**config.mk**
```make
export PLATFORM = sky130hd
export DESIGN_NAME = occ_ctrl
export DESIGN_NICKNAME = d
export VERILOG_FILES = /design/src/logic/occ_pkg.sv /design/src/logic/occ_ctrl.sv /design/src/logic/occ_trim_sel.sv
export VERILOG_INCLUDE_DIRS = /design/src /design/src/logic
export SDC_FILE = /design/constraint.sdc
export NUM_CORES = 1
export LEC_CHECK = 0
export BUFFER_PORTS_ARGS = -buffer_cell sky130_fd_sc_hd__buf_2
export CORE_UTILIZATION = 50
export CTS_CLUSTER_DIAMETER = 30
export DETAILED_ROUTE_END_ITERATION = 8
export PLACE_DENSITY_LB_ADDON = 0.1
export SYNTH_ARGS = -nofsm -noshare
export SYNTH_HDL_FRONTEND = slang
export SYNTH_HIERARCHICAL = 1
export SYNTH_SLANG_ARGS = --single-unit
```
**constraint.sdc**
```tcl
create_clock -name hclk -period 3.55 [get_ports hclk]
set_clock_uncertainty 0.2 [all_clocks]
set_input_delay 0.5325 -clock hclk [delete_from_list [all_inputs] [get_ports hclk]]
set_output_delay 0.5325 -clock hclk [all_outputs]
set_load 0.05 [all_outputs]
```
**src/logic/occ_map.svh**
```systemverilog
// register map, field positions, reset values and rule overview
// Overview of operation
// lock flag sets when pll locks after start
// lock flag clears on reset, switch, lock loss
// lock flag reads zero unless pll selected
// dither bit enables pseudo-random clock dither
// failure flag sets on monitor clock failure
// software clears failure flag; switch clears too
// sequencer picks trim by pwm index
// sequencer off: base trim only
// software requests switch; zero means finished
// request clears on switch done or failover
// trim register upper nibbles hold trims 3..1
// base trim is signed frequency code
// indices four to seven use second register
// successful switch copies requested to active source
// index zero selects base trim
// trims reset to zero, calibrated frequency
`ifndef OCC_MAP_SVH
`define OCC_MAP_SVH
// ****************************************
// register byte offsets
// ****************************************
`define OCC_CTRL_OFS 12'h000
`define OCC_TRIM_OFS 12'h004
`define OCC_TRIM2_OFS 12'h008
`define OCC_IRQ_STAT_OFS 12'h00c
`define OCC_IRQ_EN_OFS 12'h010
`define OCC_IRQ_CLR_OFS 12'h014
// ****************************************
// control field positions
// ****************************************
`define OCC_ACT_LSB 12
`define OCC_REQ_LSB 8
`define OCC_LOCK_BIT 5
`define OCC_DITH_BIT 4
`define OCC_FAIL_BIT 3
`define OCC_SEQ_BIT 2
`define OCC_SWR_BIT 0
// ****************************************
// interrupt status bits
// ****************************************
`define OCC_IRQ_FAIL 0
`define OCC_IRQ_SWDONE 1
`define OCC_IRQ_LOCK 2
`define OCC_IRQ_W 3
// reset values
`define OCC_TRIM_RST 16'h0000
`define OCC_SRC_RST 3'h0
`endif

```
**src/logic/occ_pkg.sv**
```systemverilog
// types shared by the oscillator control block
package occ_pkg;
    typedef enum logic [1:0] {
        OCC_SW_IDLE = 2'b00,
        OCC_SW_WAIT = 2'b01,
        OCC_SW_DONE = 2'b10
    } occ_sw_state_t;
    typedef logic [2:0] occ_src_t;
endpackage

```
**src/logic/occ_ctrl.sv**
```systemverilog
// oscillator control, trim and switch handshake with ahb-lite slave
//
// Local design decisions: the register offsets and register access over AHB-Lite.
`timescale 1ns/1ps
`include "occ_map.svh"
module occ_ctrl
    import occ_pkg::*;
#(
    parameter int AW = 12
) (
    input wire logic hclk,
    input wire logic hresetn,
    input wire logic clk_en,
    input wire logic hsel,
    input wire logic [AW-1:0] haddr,
    input wire logic [1:0] htrans,
    input wire logic hwrite,
    input wire logic [2:0] hsize,
    input wire logic [31:0] hwdata,
    input wire logic hready,
    output logic [31:0] hrdata,
    output logic hreadyout,
    output logic hresp,
    input wire logic pll_locked,
    input wire logic clock_fail,
    input wire logic switch_ack,
    input wire logic [2:0] pwm_index,
    output logic [2:0] requested_clock_source,
    output logic switch_start,
    output logic random_dither_enable,
    output logic [3:0] frc_trim,
    output logic irq
);
    // ****************************************
    // state
    // ****************************************
    logic [2:0] req_src_reg;
    logic [2:0] act_src_reg;
    logic lock_reg;
    logic dith_reg;
    logic fail_reg;
    logic seq_reg;
    logic swr_reg;
    logic [15:0] trim_reg;
    logic [15:0] trim2_reg;
    logic [`OCC_IRQ_W-1:0] ists_reg;
    logic [`OCC_IRQ_W-1:0] ien_reg;
    logic [3:0] trim_next;
    logic [3:0] frc_trim_reg;
    logic [31:0] rdata_next;
    occ_sw_state_t sw_reg;
    logic wr_pend_reg;
    logic [AW-1:0] wr_addr_reg;
    logic lock_seen_reg;

    // refuse address widths the offset decode cannot serve
    if (AW < 5 || AW > 12) begin : g_bad_aw
        $error("occ_ctrl: address width out of range");
    end

    // ****************************************
    // ahb-lite slave
    // ****************************************
    logic take;
    logic wr_go;
    logic sw_start_ev;
    logic sw_done_ev;
    logic redundant_ev;
    logic pll_sel;
    assign take = hsel & hready & htrans[1];
    assign hreadyout = 1'b1;  // zero wait states
    assign hresp = 1'b0;      // always okay
    assign wr_go = wr_pend_reg & clk_en;

    // decode a write to a given offset
    function automatic logic wr_hit(input logic [AW-1:0] a,
                                    input logic [11:0] ofs);
        wr_hit = (a[AW-1:2] == ofs[AW-1:2]);
    endfunction

    // word index of a register offset, sized like the address decode
    function automatic logic [AW-3:0] widx(input logic [11:0] ofs);
        widx = ofs[AW-1:2];
    endfunction

    // capture write address phase
    always_ff @(posedge hclk or negedge hresetn) begin
        if (!hresetn) begin
            wr_pend_reg <= 1'b0;
            wr_addr_reg <= '0;
        end else if (clk_en) begin
            wr_pend_reg <= take & hwrite;
            wr_addr_reg <= haddr;
        end
    end

    // read data mux, unmapped reads as zero
    always_comb begin
        rdata_next = 32'h0000_0000;
        case (haddr[AW-1:2])
            widx(`OCC_CTRL_OFS): begin
                rdata_next[`OCC_ACT_LSB +: 3] = act_src_reg;
                rdata_next[`OCC_REQ_LSB +: 3] = req_src_reg;
                // lock reads zero unless pll source active
                rdata_next[`OCC_LOCK_BIT] = lock_reg & pll_sel;
                rdata_next[`OCC_DITH_BIT] = dith_reg;
                rdata_next[`OCC_FAIL_BIT] = fail_reg;
                rdata_next[`OCC_SEQ_BIT] = seq_reg;
                rdata_next[`OCC_SWR_BIT] = swr_reg;
            end
            widx(`OCC_TRIM_OFS): rdata_next[15:0] = trim_reg;
            widx(`OCC_TRIM2_OFS): rdata_next[15:0] = trim2_reg;
            widx(`OCC_IRQ_STAT_OFS): begin
                rdata_next[`OCC_IRQ_W-1:0] = ists_reg;
            end
            widx(`OCC_IRQ_EN_OFS): rdata_next[`OCC_IRQ_W-1:0] = ien_reg;
            default: rdata_next = 32'h0000_0000;
        endcase
    end

    // register read data on the address phase
    always_ff @(posedge hclk or negedge hresetn) begin
        if (!hresetn) begin
            hrdata <= 32'h0000_0000;
        end else if (clk_en && take && !hwrite) begin
            hrdata <= rdata_next;
        end
    end

    // ****************************************
    // clock switch handshake
    // ****************************************
    assign pll_sel = act_src_reg[0];  // odd codes run through the pll
    assign sw_start_ev = (sw_reg == OCC_SW_IDLE) & swr_reg;
    assign redundant_ev = sw_start_ev & (req_src_reg == act_src_reg);
    assign sw_done_ev = (sw_reg == OCC_SW_WAIT) & switch_ack;
    assign switch_start = (sw_reg == OCC_SW_WAIT);
    assign requested_clock_source = req_src_reg;

    // switch sequencer
    always_ff @(posedge hclk or negedge hresetn) begin
        if (!hresetn) begin
            sw_reg <= OCC_SW_IDLE;
        end else if (clk_en) begin
            case (sw_reg)
                OCC_SW_IDLE: begin
                    if (clock_fail) begin
                        sw_reg <= OCC_SW_IDLE;
                    end else if (sw_start_ev && !redundant_ev) begin
                        sw_reg <= OCC_SW_WAIT;
                    end else if (redundant_ev) begin
                        sw_reg <= OCC_SW_DONE;
                    end
                end
                OCC_SW_WAIT: begin
                    if (clock_fail || switch_ack) begin
                        sw_reg <= OCC_SW_DONE;
                    end
                end
                OCC_SW_DONE: sw_reg <= OCC_SW_IDLE;
                default: sw_reg <= OCC_SW_IDLE;
            endcase
        end
    end

    // request bit, set by software, cleared by hardware
    always_ff @(posedge hclk or negedge hresetn) begin
        if (!hresetn) begin
            swr_reg <= 1'b0;
        end else if (clk_en) begin
            // clear on done, redundant or failover
            if (sw_reg == OCC_SW_DONE || clock_fail) begin
                swr_reg <= 1'b0;
            // software request write
            end else if (wr_go && wr_hit(wr_addr_reg, `OCC_CTRL_OFS)
                         && hwdata[`OCC_SWR_BIT]) begin
                swr_reg <= 1'b1;
            end
        end
    end

    // active source follows completed switch or failover
    always_ff @(posedge hclk or negedge hresetn) begin
        if (!hresetn) begin
            act_src_reg <= `OCC_SRC_RST;
        end else if (clk_en) begin
            if (clock_fail) begin
                act_src_reg <= `OCC_SRC_RST;
            // copy requested into active
            end else if (sw_done_ev) begin
                act_src_reg <= req_src_reg;
            end
        end
    end

    // software control bits
    always_ff @(posedge hclk or negedge hresetn) begin
        if (!hresetn) begin
            req_src_reg <= `OCC_SRC_RST;
            dith_reg <= 1'b0;
            seq_reg <= 1'b0;
        end else if (clk_en && wr_go
                     && wr_hit(wr_addr_reg, `OCC_CTRL_OFS)) begin
            req_src_reg <= hwdata[`OCC_REQ_LSB +: 3];
            dith_reg <= hwdata[`OCC_DITH_BIT];
            seq_reg <= hwdata[`OCC_SEQ_BIT];
        end
    end
    // dither enable drives the dither circuit
    assign random_dither_enable = dith_reg;

    // ****************************************
    // lock and failure flags
    // ****************************************
    always_ff @(posedge hclk or negedge hresetn) begin
        if (!hresetn) begin
            lock_reg <= 1'b0;
            lock_seen_reg <= 1'b0;
        end else if (clk_en) begin
            lock_seen_reg <= pll_locked;
            // clear on switch start or lock loss
            if (sw_start_ev || !pll_locked) begin
                lock_reg <= 1'b0;
            // set on lock rising after start
            end else if (pll_locked && !lock_seen_reg) begin
                lock_reg <= 1'b1;
            end
        end
    end

    always_ff @(posedge hclk or negedge hresetn) begin
        if (!hresetn) begin
            fail_reg <= 1'b0;
        end else if (clk_en) begin
            // monitor failure sets, winning over clears
            if (clock_fail) begin
                fail_reg <= 1'b1;
            // switch start or software zero clears
            end else if (sw_start_ev) begin
                fail_reg <= 1'b0;
            end else if (wr_go && wr_hit(wr_addr_reg, `OCC_CTRL_OFS)
                         && !hwdata[`OCC_FAIL_BIT]) begin
                fail_reg <= 1'b0;
            end
        end
    end

    // ****************************************
    // trim registers and output
    // ****************************************
    always_ff @(posedge hclk or negedge hresetn) begin
        if (!hresetn) begin
            // trims start at calibrated zero
            trim_reg <= `OCC_TRIM_RST;
            trim2_reg <= `OCC_TRIM_RST;
        end else if (clk_en && wr_go) begin
            if (wr_hit(wr_addr_reg, `OCC_TRIM_OFS)) begin
                trim_reg <= hwdata[15:0];
            end
            if (wr_hit(wr_addr_reg, `OCC_TRIM2_OFS)) begin
                trim2_reg <= hwdata[15:0];
            end
        end
    end

    occ_trim_sel #(
        .NIB(4)
    ) u_sel (
        .trim_word(trim_reg),
        .trim2_word(trim2_reg),
        .seq_en(seq_reg),
        .index(pwm_index),
        .trim(trim_next)
    );

    // signed code passed unchanged to the oscillator
    always_ff @(posedge hclk or negedge hresetn) begin
        if (!hresetn) begin
            frc_trim_reg <= 4'h0;
        end else if (clk_en) begin
            frc_trim_reg <= trim_next;
        end
    end
    assign frc_trim = frc_trim_reg;

    // ****************************************
    // interrupts
    // ****************************************
    logic [`OCC_IRQ_W-1:0] ev;
    logic [`OCC_IRQ_W-1:0] clr;
    always_comb begin
        ev = '0;
        ev[`OCC_IRQ_FAIL] = clock_fail;
        ev[`OCC_IRQ_SWDONE] = (sw_reg == OCC_SW_DONE);
        ev[`OCC_IRQ_LOCK] = pll_locked & ~lock_seen_reg;
        clr = '0;
        if (wr_go && wr_hit(wr_addr_reg, `OCC_IRQ_CLR_OFS)) begin
            clr = hwdata[`OCC_IRQ_W-1:0];
        end
    end

    // sticky status, set wins over clear
    always_ff @(posedge hclk or negedge hresetn) begin
        if (!hresetn) begin
            ists_reg <= '0;
            ien_reg <= '0;
        end else if (clk_en) begin
            ists_reg <= (ists_reg & ~clr) | ev;
            if (wr_go && wr_hit(wr_addr_reg, `OCC_IRQ_EN_OFS)) begin
                ien_reg <= hwdata[`OCC_IRQ_W-1:0];
            end
        end
    end
    assign irq = |(ists_reg & ien_reg);

    // ****************************************
    // assertions
    // ****************************************
    a_lock_set: assert property (@(posedge hclk) disable iff (!hresetn)
        clk_en && pll_locked && !lock_seen_reg && !sw_start_ev
        |=> lock_reg)
        else $error("lock flag not set on lock");
    a_lock_loss: assert property (@(posedge hclk) disable iff (!hresetn)
        clk_en && !pll_locked |=> !lock_reg)
        else $error("lock flag kept after lock loss");
    a_lock_read: assert property (@(posedge hclk) disable iff (!hresetn)
        !pll_sel |-> !rdata_next[`OCC_LOCK_BIT])
        else $error("lock read high with pll not selected");
    a_dither_out: assert property (@(posedge hclk) disable iff (!hresetn)
        random_dither_enable == dith_reg)
        else $error("dither output mismatch");
    a_fail_set: assert property (@(posedge hclk) disable iff (!hresetn)
        clk_en && clock_fail |=> fail_reg && act_src_reg == 3'h0)
        else $error("failure flag not set");
    a_fail_clear: assert property (@(posedge hclk) disable iff (!hresetn)
        clk_en && sw_start_ev && !clock_fail |=> !fail_reg)
        else $error("failure flag not cleared on switch");
    a_trim_base: assert property (@(posedge hclk) disable iff (!hresetn)
        clk_en && !seq_reg |=> frc_trim == $past(trim_reg[3:0]))
        else $error("base trim not applied");
    a_trim_seq: assert property (@(posedge hclk) disable iff (!hresetn)
        clk_en && seq_reg && pwm_index == 3'h4
        |=> frc_trim == $past(trim2_reg[3:0]))
        else $error("sequence trim not applied");
    a_swr_clear: assert property (@(posedge hclk) disable iff (!hresetn)
        clk_en && swr_reg && redundant_ev && !clock_fail
        |=> ##1 !swr_reg)
        else $error("redundant switch left request set");
    a_src_copy: assert property (@(posedge hclk) disable iff (!hresetn)
        clk_en && sw_done_ev && !clock_fail
        |=> act_src_reg == $past(req_src_reg))
        else $error("active source not updated");
    c_switch: cover property (@(posedge hclk) disable iff (!hresetn)
        sw_done_ev);
    c_fail: cover property (@(posedge hclk) disable iff (!hresetn)
        clock_fail && swr_reg);
    c_seq: cover property (@(posedge hclk) disable iff (!hresetn)
        seq_reg && pwm_index == 3'h7);
    c_irq: cover property (@(posedge hclk) disable iff (!hresetn) irq);
endmodule

```
**src/logic/occ_trim_sel.sv**
```systemverilog
// trim selection by sequencer index
`timescale 1ns/1ps
`include "occ_map.svh"
module occ_trim_sel
    import occ_pkg::*;
#(
    parameter int NIB = 4
) (
    input wire logic [15:0] trim_word,
    input wire logic [15:0] trim2_word,
    input wire logic seq_en,
    input wire logic [2:0] index,
    output logic [NIB-1:0] trim
);
    logic [NIB-1:0] nib [0:7];
    // refuse nibble widths the register split cannot serve
    if (NIB != 4) begin : g_bad_nib
        $error("occ_trim_sel: nibble width must be 4");
    end
    // split both registers into eight nibbles
    genvar g;
    generate
        for (g = 0; g < 4; g++) begin : g_nib
            assign nib[g] = trim_word[g*NIB +: NIB];
            assign nib[g+4] = trim2_word[g*NIB +: NIB];
        end
    endgenerate
    // sequencer mux by index
    // base trim alone when off; index picks nibble
    always_comb begin
        if (seq_en) begin
            trim = nib[index];
        end else begin
            trim = nib[0];
        end
    end
endmodule

```
==> results.txt <==
The initial antenna violation count is 0. The count of antenna diodes in the layout came out at 0. The number of placed instances with taps included is 518. For this run, global-route usage on met3 was measured as 0.0429. The standard-cell row count came out at 33. Once layout is done, the placed cells without fillers occupy between 4000 and 5000 um^2. The tree is rooted in a sky130_fd_sc_hd__clkbuf_8.

The data required time of the worst path came out at 3.58 ns. In this run the count of I/O pins placed on the die edge is 105. After detailed routing, the number of vias per cell comes to 5.61. Of the total synthesized cell area, the portion taken by XOR and XNOR cells is 0.00621.

The HPWL after detailed placement is 6.56 mm. The post-synthesis cell type count is 54. The number of pins with negative max-slew slack in the final report came out at 0. In this run the deepest clock path goes through 2 buffers. After synthesis, the largest family of logic cells by area is multiplexers. The final number of setup-violating endpoints came out at 0. The synthesized-area fraction occupied by adder cells came out at 0. The layout overhead on the synthesized area is 10.9%. The share of synthesized area spent on multiplexers is 0.219. Of the synthesized area, sequential elements account for 0.491.

The residual overflow from global routing is 0. The global routing usage summed across all routing layers came out at 0.228. The met2 demand-to-capacity share in global routing is 0.363. The average wire per standard cell is approximately 17 um.

The multi-input combinational cells in the finished layout cover a total of 1960 um^2. Clock-pin slew was measured on the worst setup and hold paths at around 0.080 ns. The die extent in x came out at approximately 94 um. The met1 global-route usage is 0.310. The type of the worst min-delay path is in2async. The sequential cells in the finished layout cover a total of 2080 um^2. The insertion delay of the later-clocked pin in the worst-skew pair came out at 0.35 ns. In this run the number of H-tree levels came out at 3.

The library cell used most frequently in the layout, excluding fill and tap cells, is sky130_fd_sc_hd__dfrtp_1. For this run, the top clock speed supported by timing is 376 MHz. The count of final hold-check violations is 0. The layer flagged by global routing as most heavily used is met2. The placed cell area is 4540 um^2.

The via count of the first global-routing pass came out at 2875. Summing internal, switching and leakage power gives ~1.7 mW. The number of I/O port buffers came out at 64. The overall die height came out at ~94 um. The remaining number of nets flagged by the antenna check after routing is 0. The area of the core is 8220 um^2. Summing every instance area after synthesis gives 4230 um^2.

The synthesized design contains 83 register bits. The mean post-synth cell area is 11.7 um^2. The first-iteration detailed-routing DRC count is 174.

Data on the critical path arrives at its endpoint at around 2.7 ns. The number of nets in the layout is 485. For this run, the leading register cell type out of synthesis is sky130_fd_sc_hd__dfrtp_1. The fraction of registers with async set or reset after synthesis came out at 1.00.

The synthesized-area fraction occupied by ao, oa, aoi and oai cells came out at 0.107. The count of flip-flops with a built-in enable after synthesis is 0. The worst supply voltage drop on vdd is around 0.00018 V.

The number of instances resized during post-cts repair is 0. The worst-case headroom to the max-slew limit came out at 0.305. TritonCTS built the clock tree. The leakage power came out at ~2.3 nW. The gate count after technology mapping is between 300 and 400. For this configuration, the core starts out at a cell density of 0.515.

CTS saw 83 sinks. The tool flagged a number of max-cap violations equal to 0. The power per cell area is 366 nW/um^2.

The first global-routing pass estimated 14.9 mm of wire. Entering global routing, the biggest net connects 84 pins. The die outline area is 8830 um^2. The flow ran to the end, and the final reports show no timing, DRC or antenna violations.

The wire length reported by the detailed router is 9.21 mm. The basic-gate share of the synthesized area counting and, or, nand and nor cells is 0.115. The worst setup path is of the reg2reg kind. The Yosys step of the flow raised 6 warnings. The number of buffers added by the clock tree synthesis step came out at 9.

The number of cells in the finished layout apart from fillers is 532. The post-CTS setup buffer count came out at 0. The actual slew at the worst max-slew pin is about 1.0 ns. The fraction of final layout cells sized beyond drive strength 1 came out at 0.330. The count of hold-fix buffers inserted at cts came out at 0. STA classifies the critical path endpoint as a flop. The number of fill cells is 742. The worst setup path is launched from a flop. Setup repair after global routing left no endpoint under its margin. For this run, the share of the core covered by cells in the final layout is 0.571. The total via count after detailed routing is 2982. The global placement routability congestion came out at 0.811.

The top cell types in the final layout, fill and taps aside, are sky130_fd_sc_hd__dfrtp_1, sky130_fd_sc_hd__buf_2, sky130_fd_sc_hd__mux2_2. The first TritonRoute pass finished after 4 iterations. The final cycle utilization of the critical path came out at 0.749. The largest fanout on the critical path is 16.

After routing, the total negative slack on setup checks comes to 0 ns. After detailed routing, the number of remaining DRC violations is 0. The worst path in the final design needs a cycle of 2.66 ns, including I/O delays and setup.
## synth_stat cells (2+ instances only)
library cell,instances,area (um^2)
sky130_fd_sc_hd__mux2i_1,27,270
sky130_fd_sc_hd__a31o_1,4,35.0
sky130_fd_sc_hd__buf_4,18,135
sky130_fd_sc_hd__and2b_1,2,15.0
sky130_fd_sc_hd__nand2b_1,3,18.8
sky130_fd_sc_hd__nand2_1,30,113
sky130_fd_sc_hd__clkbuf_1,9,33.8
sky130_fd_sc_hd__nor3b_1,2,15.0
sky130_fd_sc_hd__xnor2_1,3,26.3
sky130_fd_sc_hd__a31oi_1,4,25.0
sky130_fd_sc_hd__or4_1,2,15.0
sky130_fd_sc_hd__buf_2,2,10.0
sky130_fd_sc_hd__nor4b_4,2,47.6
sky130_fd_sc_hd__dfrtp_1,83,2080
sky130_fd_sc_hd__nand3_1,2,10.0
sky130_fd_sc_hd__conb_1,2,7.51
sky130_fd_sc_hd__a22o_1,4,35.0
sky130_fd_sc_hd__buf_6,2,22.5
sky130_fd_sc_hd__o221ai_1,2,17.5
sky130_fd_sc_hd__nor2_1,16,60.1
sky130_fd_sc_hd__o21ai_0,18,90.1
sky130_fd_sc_hd__a22oi_1,13,97.6
sky130_fd_sc_hd__inv_1,6,22.5
sky130_fd_sc_hd__mux2_4,10,150
sky130_fd_sc_hd__mux2_2,45,507
sky130_fd_sc_hd__nor2b_1,11,68.8
sky130_fd_sc_hd__a21oi_1,13,65.1
sky130_fd_sc_hd__nor4_1,2,12.5
## worst max-delay path, stage by stage (launching register included)
cell	delay, ns
sky130_fd_sc_hd__dfrtp_1	0.41
sky130_fd_sc_hd__nor4_4	0.35
sky130_fd_sc_hd__nand3_2	0.17
sky130_fd_sc_hd__or4b_1	0.95
sky130_fd_sc_hd__mux2_4	0.46
## power by group
group | total (mW) | internal [mW] | switching, mW
clock | 0.557 | 0.242 | 0.315
combinational | 0.179 | 0.0565 | 0.123
sequential | 0.983 | 0.962 | 0.0205
total | 1.72 | 1.26 | 0.459
## routing by layer
layer  part of all wire  up-vias
li1                   -     1400
met1               0.46     1484
met2               0.48       85
met3              0.041       13
met4              0.019        0
met5                  0        -
## per-stage QoR
stage | hold slack (ns) | setup WS (ns)
floorplan | 0.0369 | 1.24
global placement | 0.261 | 0.718
detailed placement | 0.265 | 0.699
CTS | 0.206 | 0.858
global route | 0.211 | 0.787
finish | 0.155 | 0.893
## area by class of cell
class	instances	share of cell area
flip-flops and latches	83	0.443
multi-input cells	256	0.418
repair buffers	68	0.0752
well taps	105	0.0280
clock buffers	10	0.0272
inverters	6	0.00480
clock inverters	4	0.00427
## cells by family after synthesis
family	count (synthesis)
and+or+nand+nor	84
AOI/OAI and AO/OA	69
buffers and inverters	40
other	2
DFF	83
xor gates and xnor gates	3
muxes	82
## path summary, 6_finish.rpt
kind,from,slack (ns),endpoint,cells past startpoint
max reg2reg,wr_addr_reg[9],0.89,trim2_reg[13],4
min in group hclk,hwdata[15],0.22,trim2_reg[15],2
max,wr_addr_reg[9],0.89,trim2_reg[13],4
min reg2reg,hrdata[0],0.28,hrdata[0],2
min,hresetn,0.15,wr_addr_reg[10],1
max in group asynchronous,hresetn,2.31,frc_trim[0],1
Power figures use the tool's default switching activity.
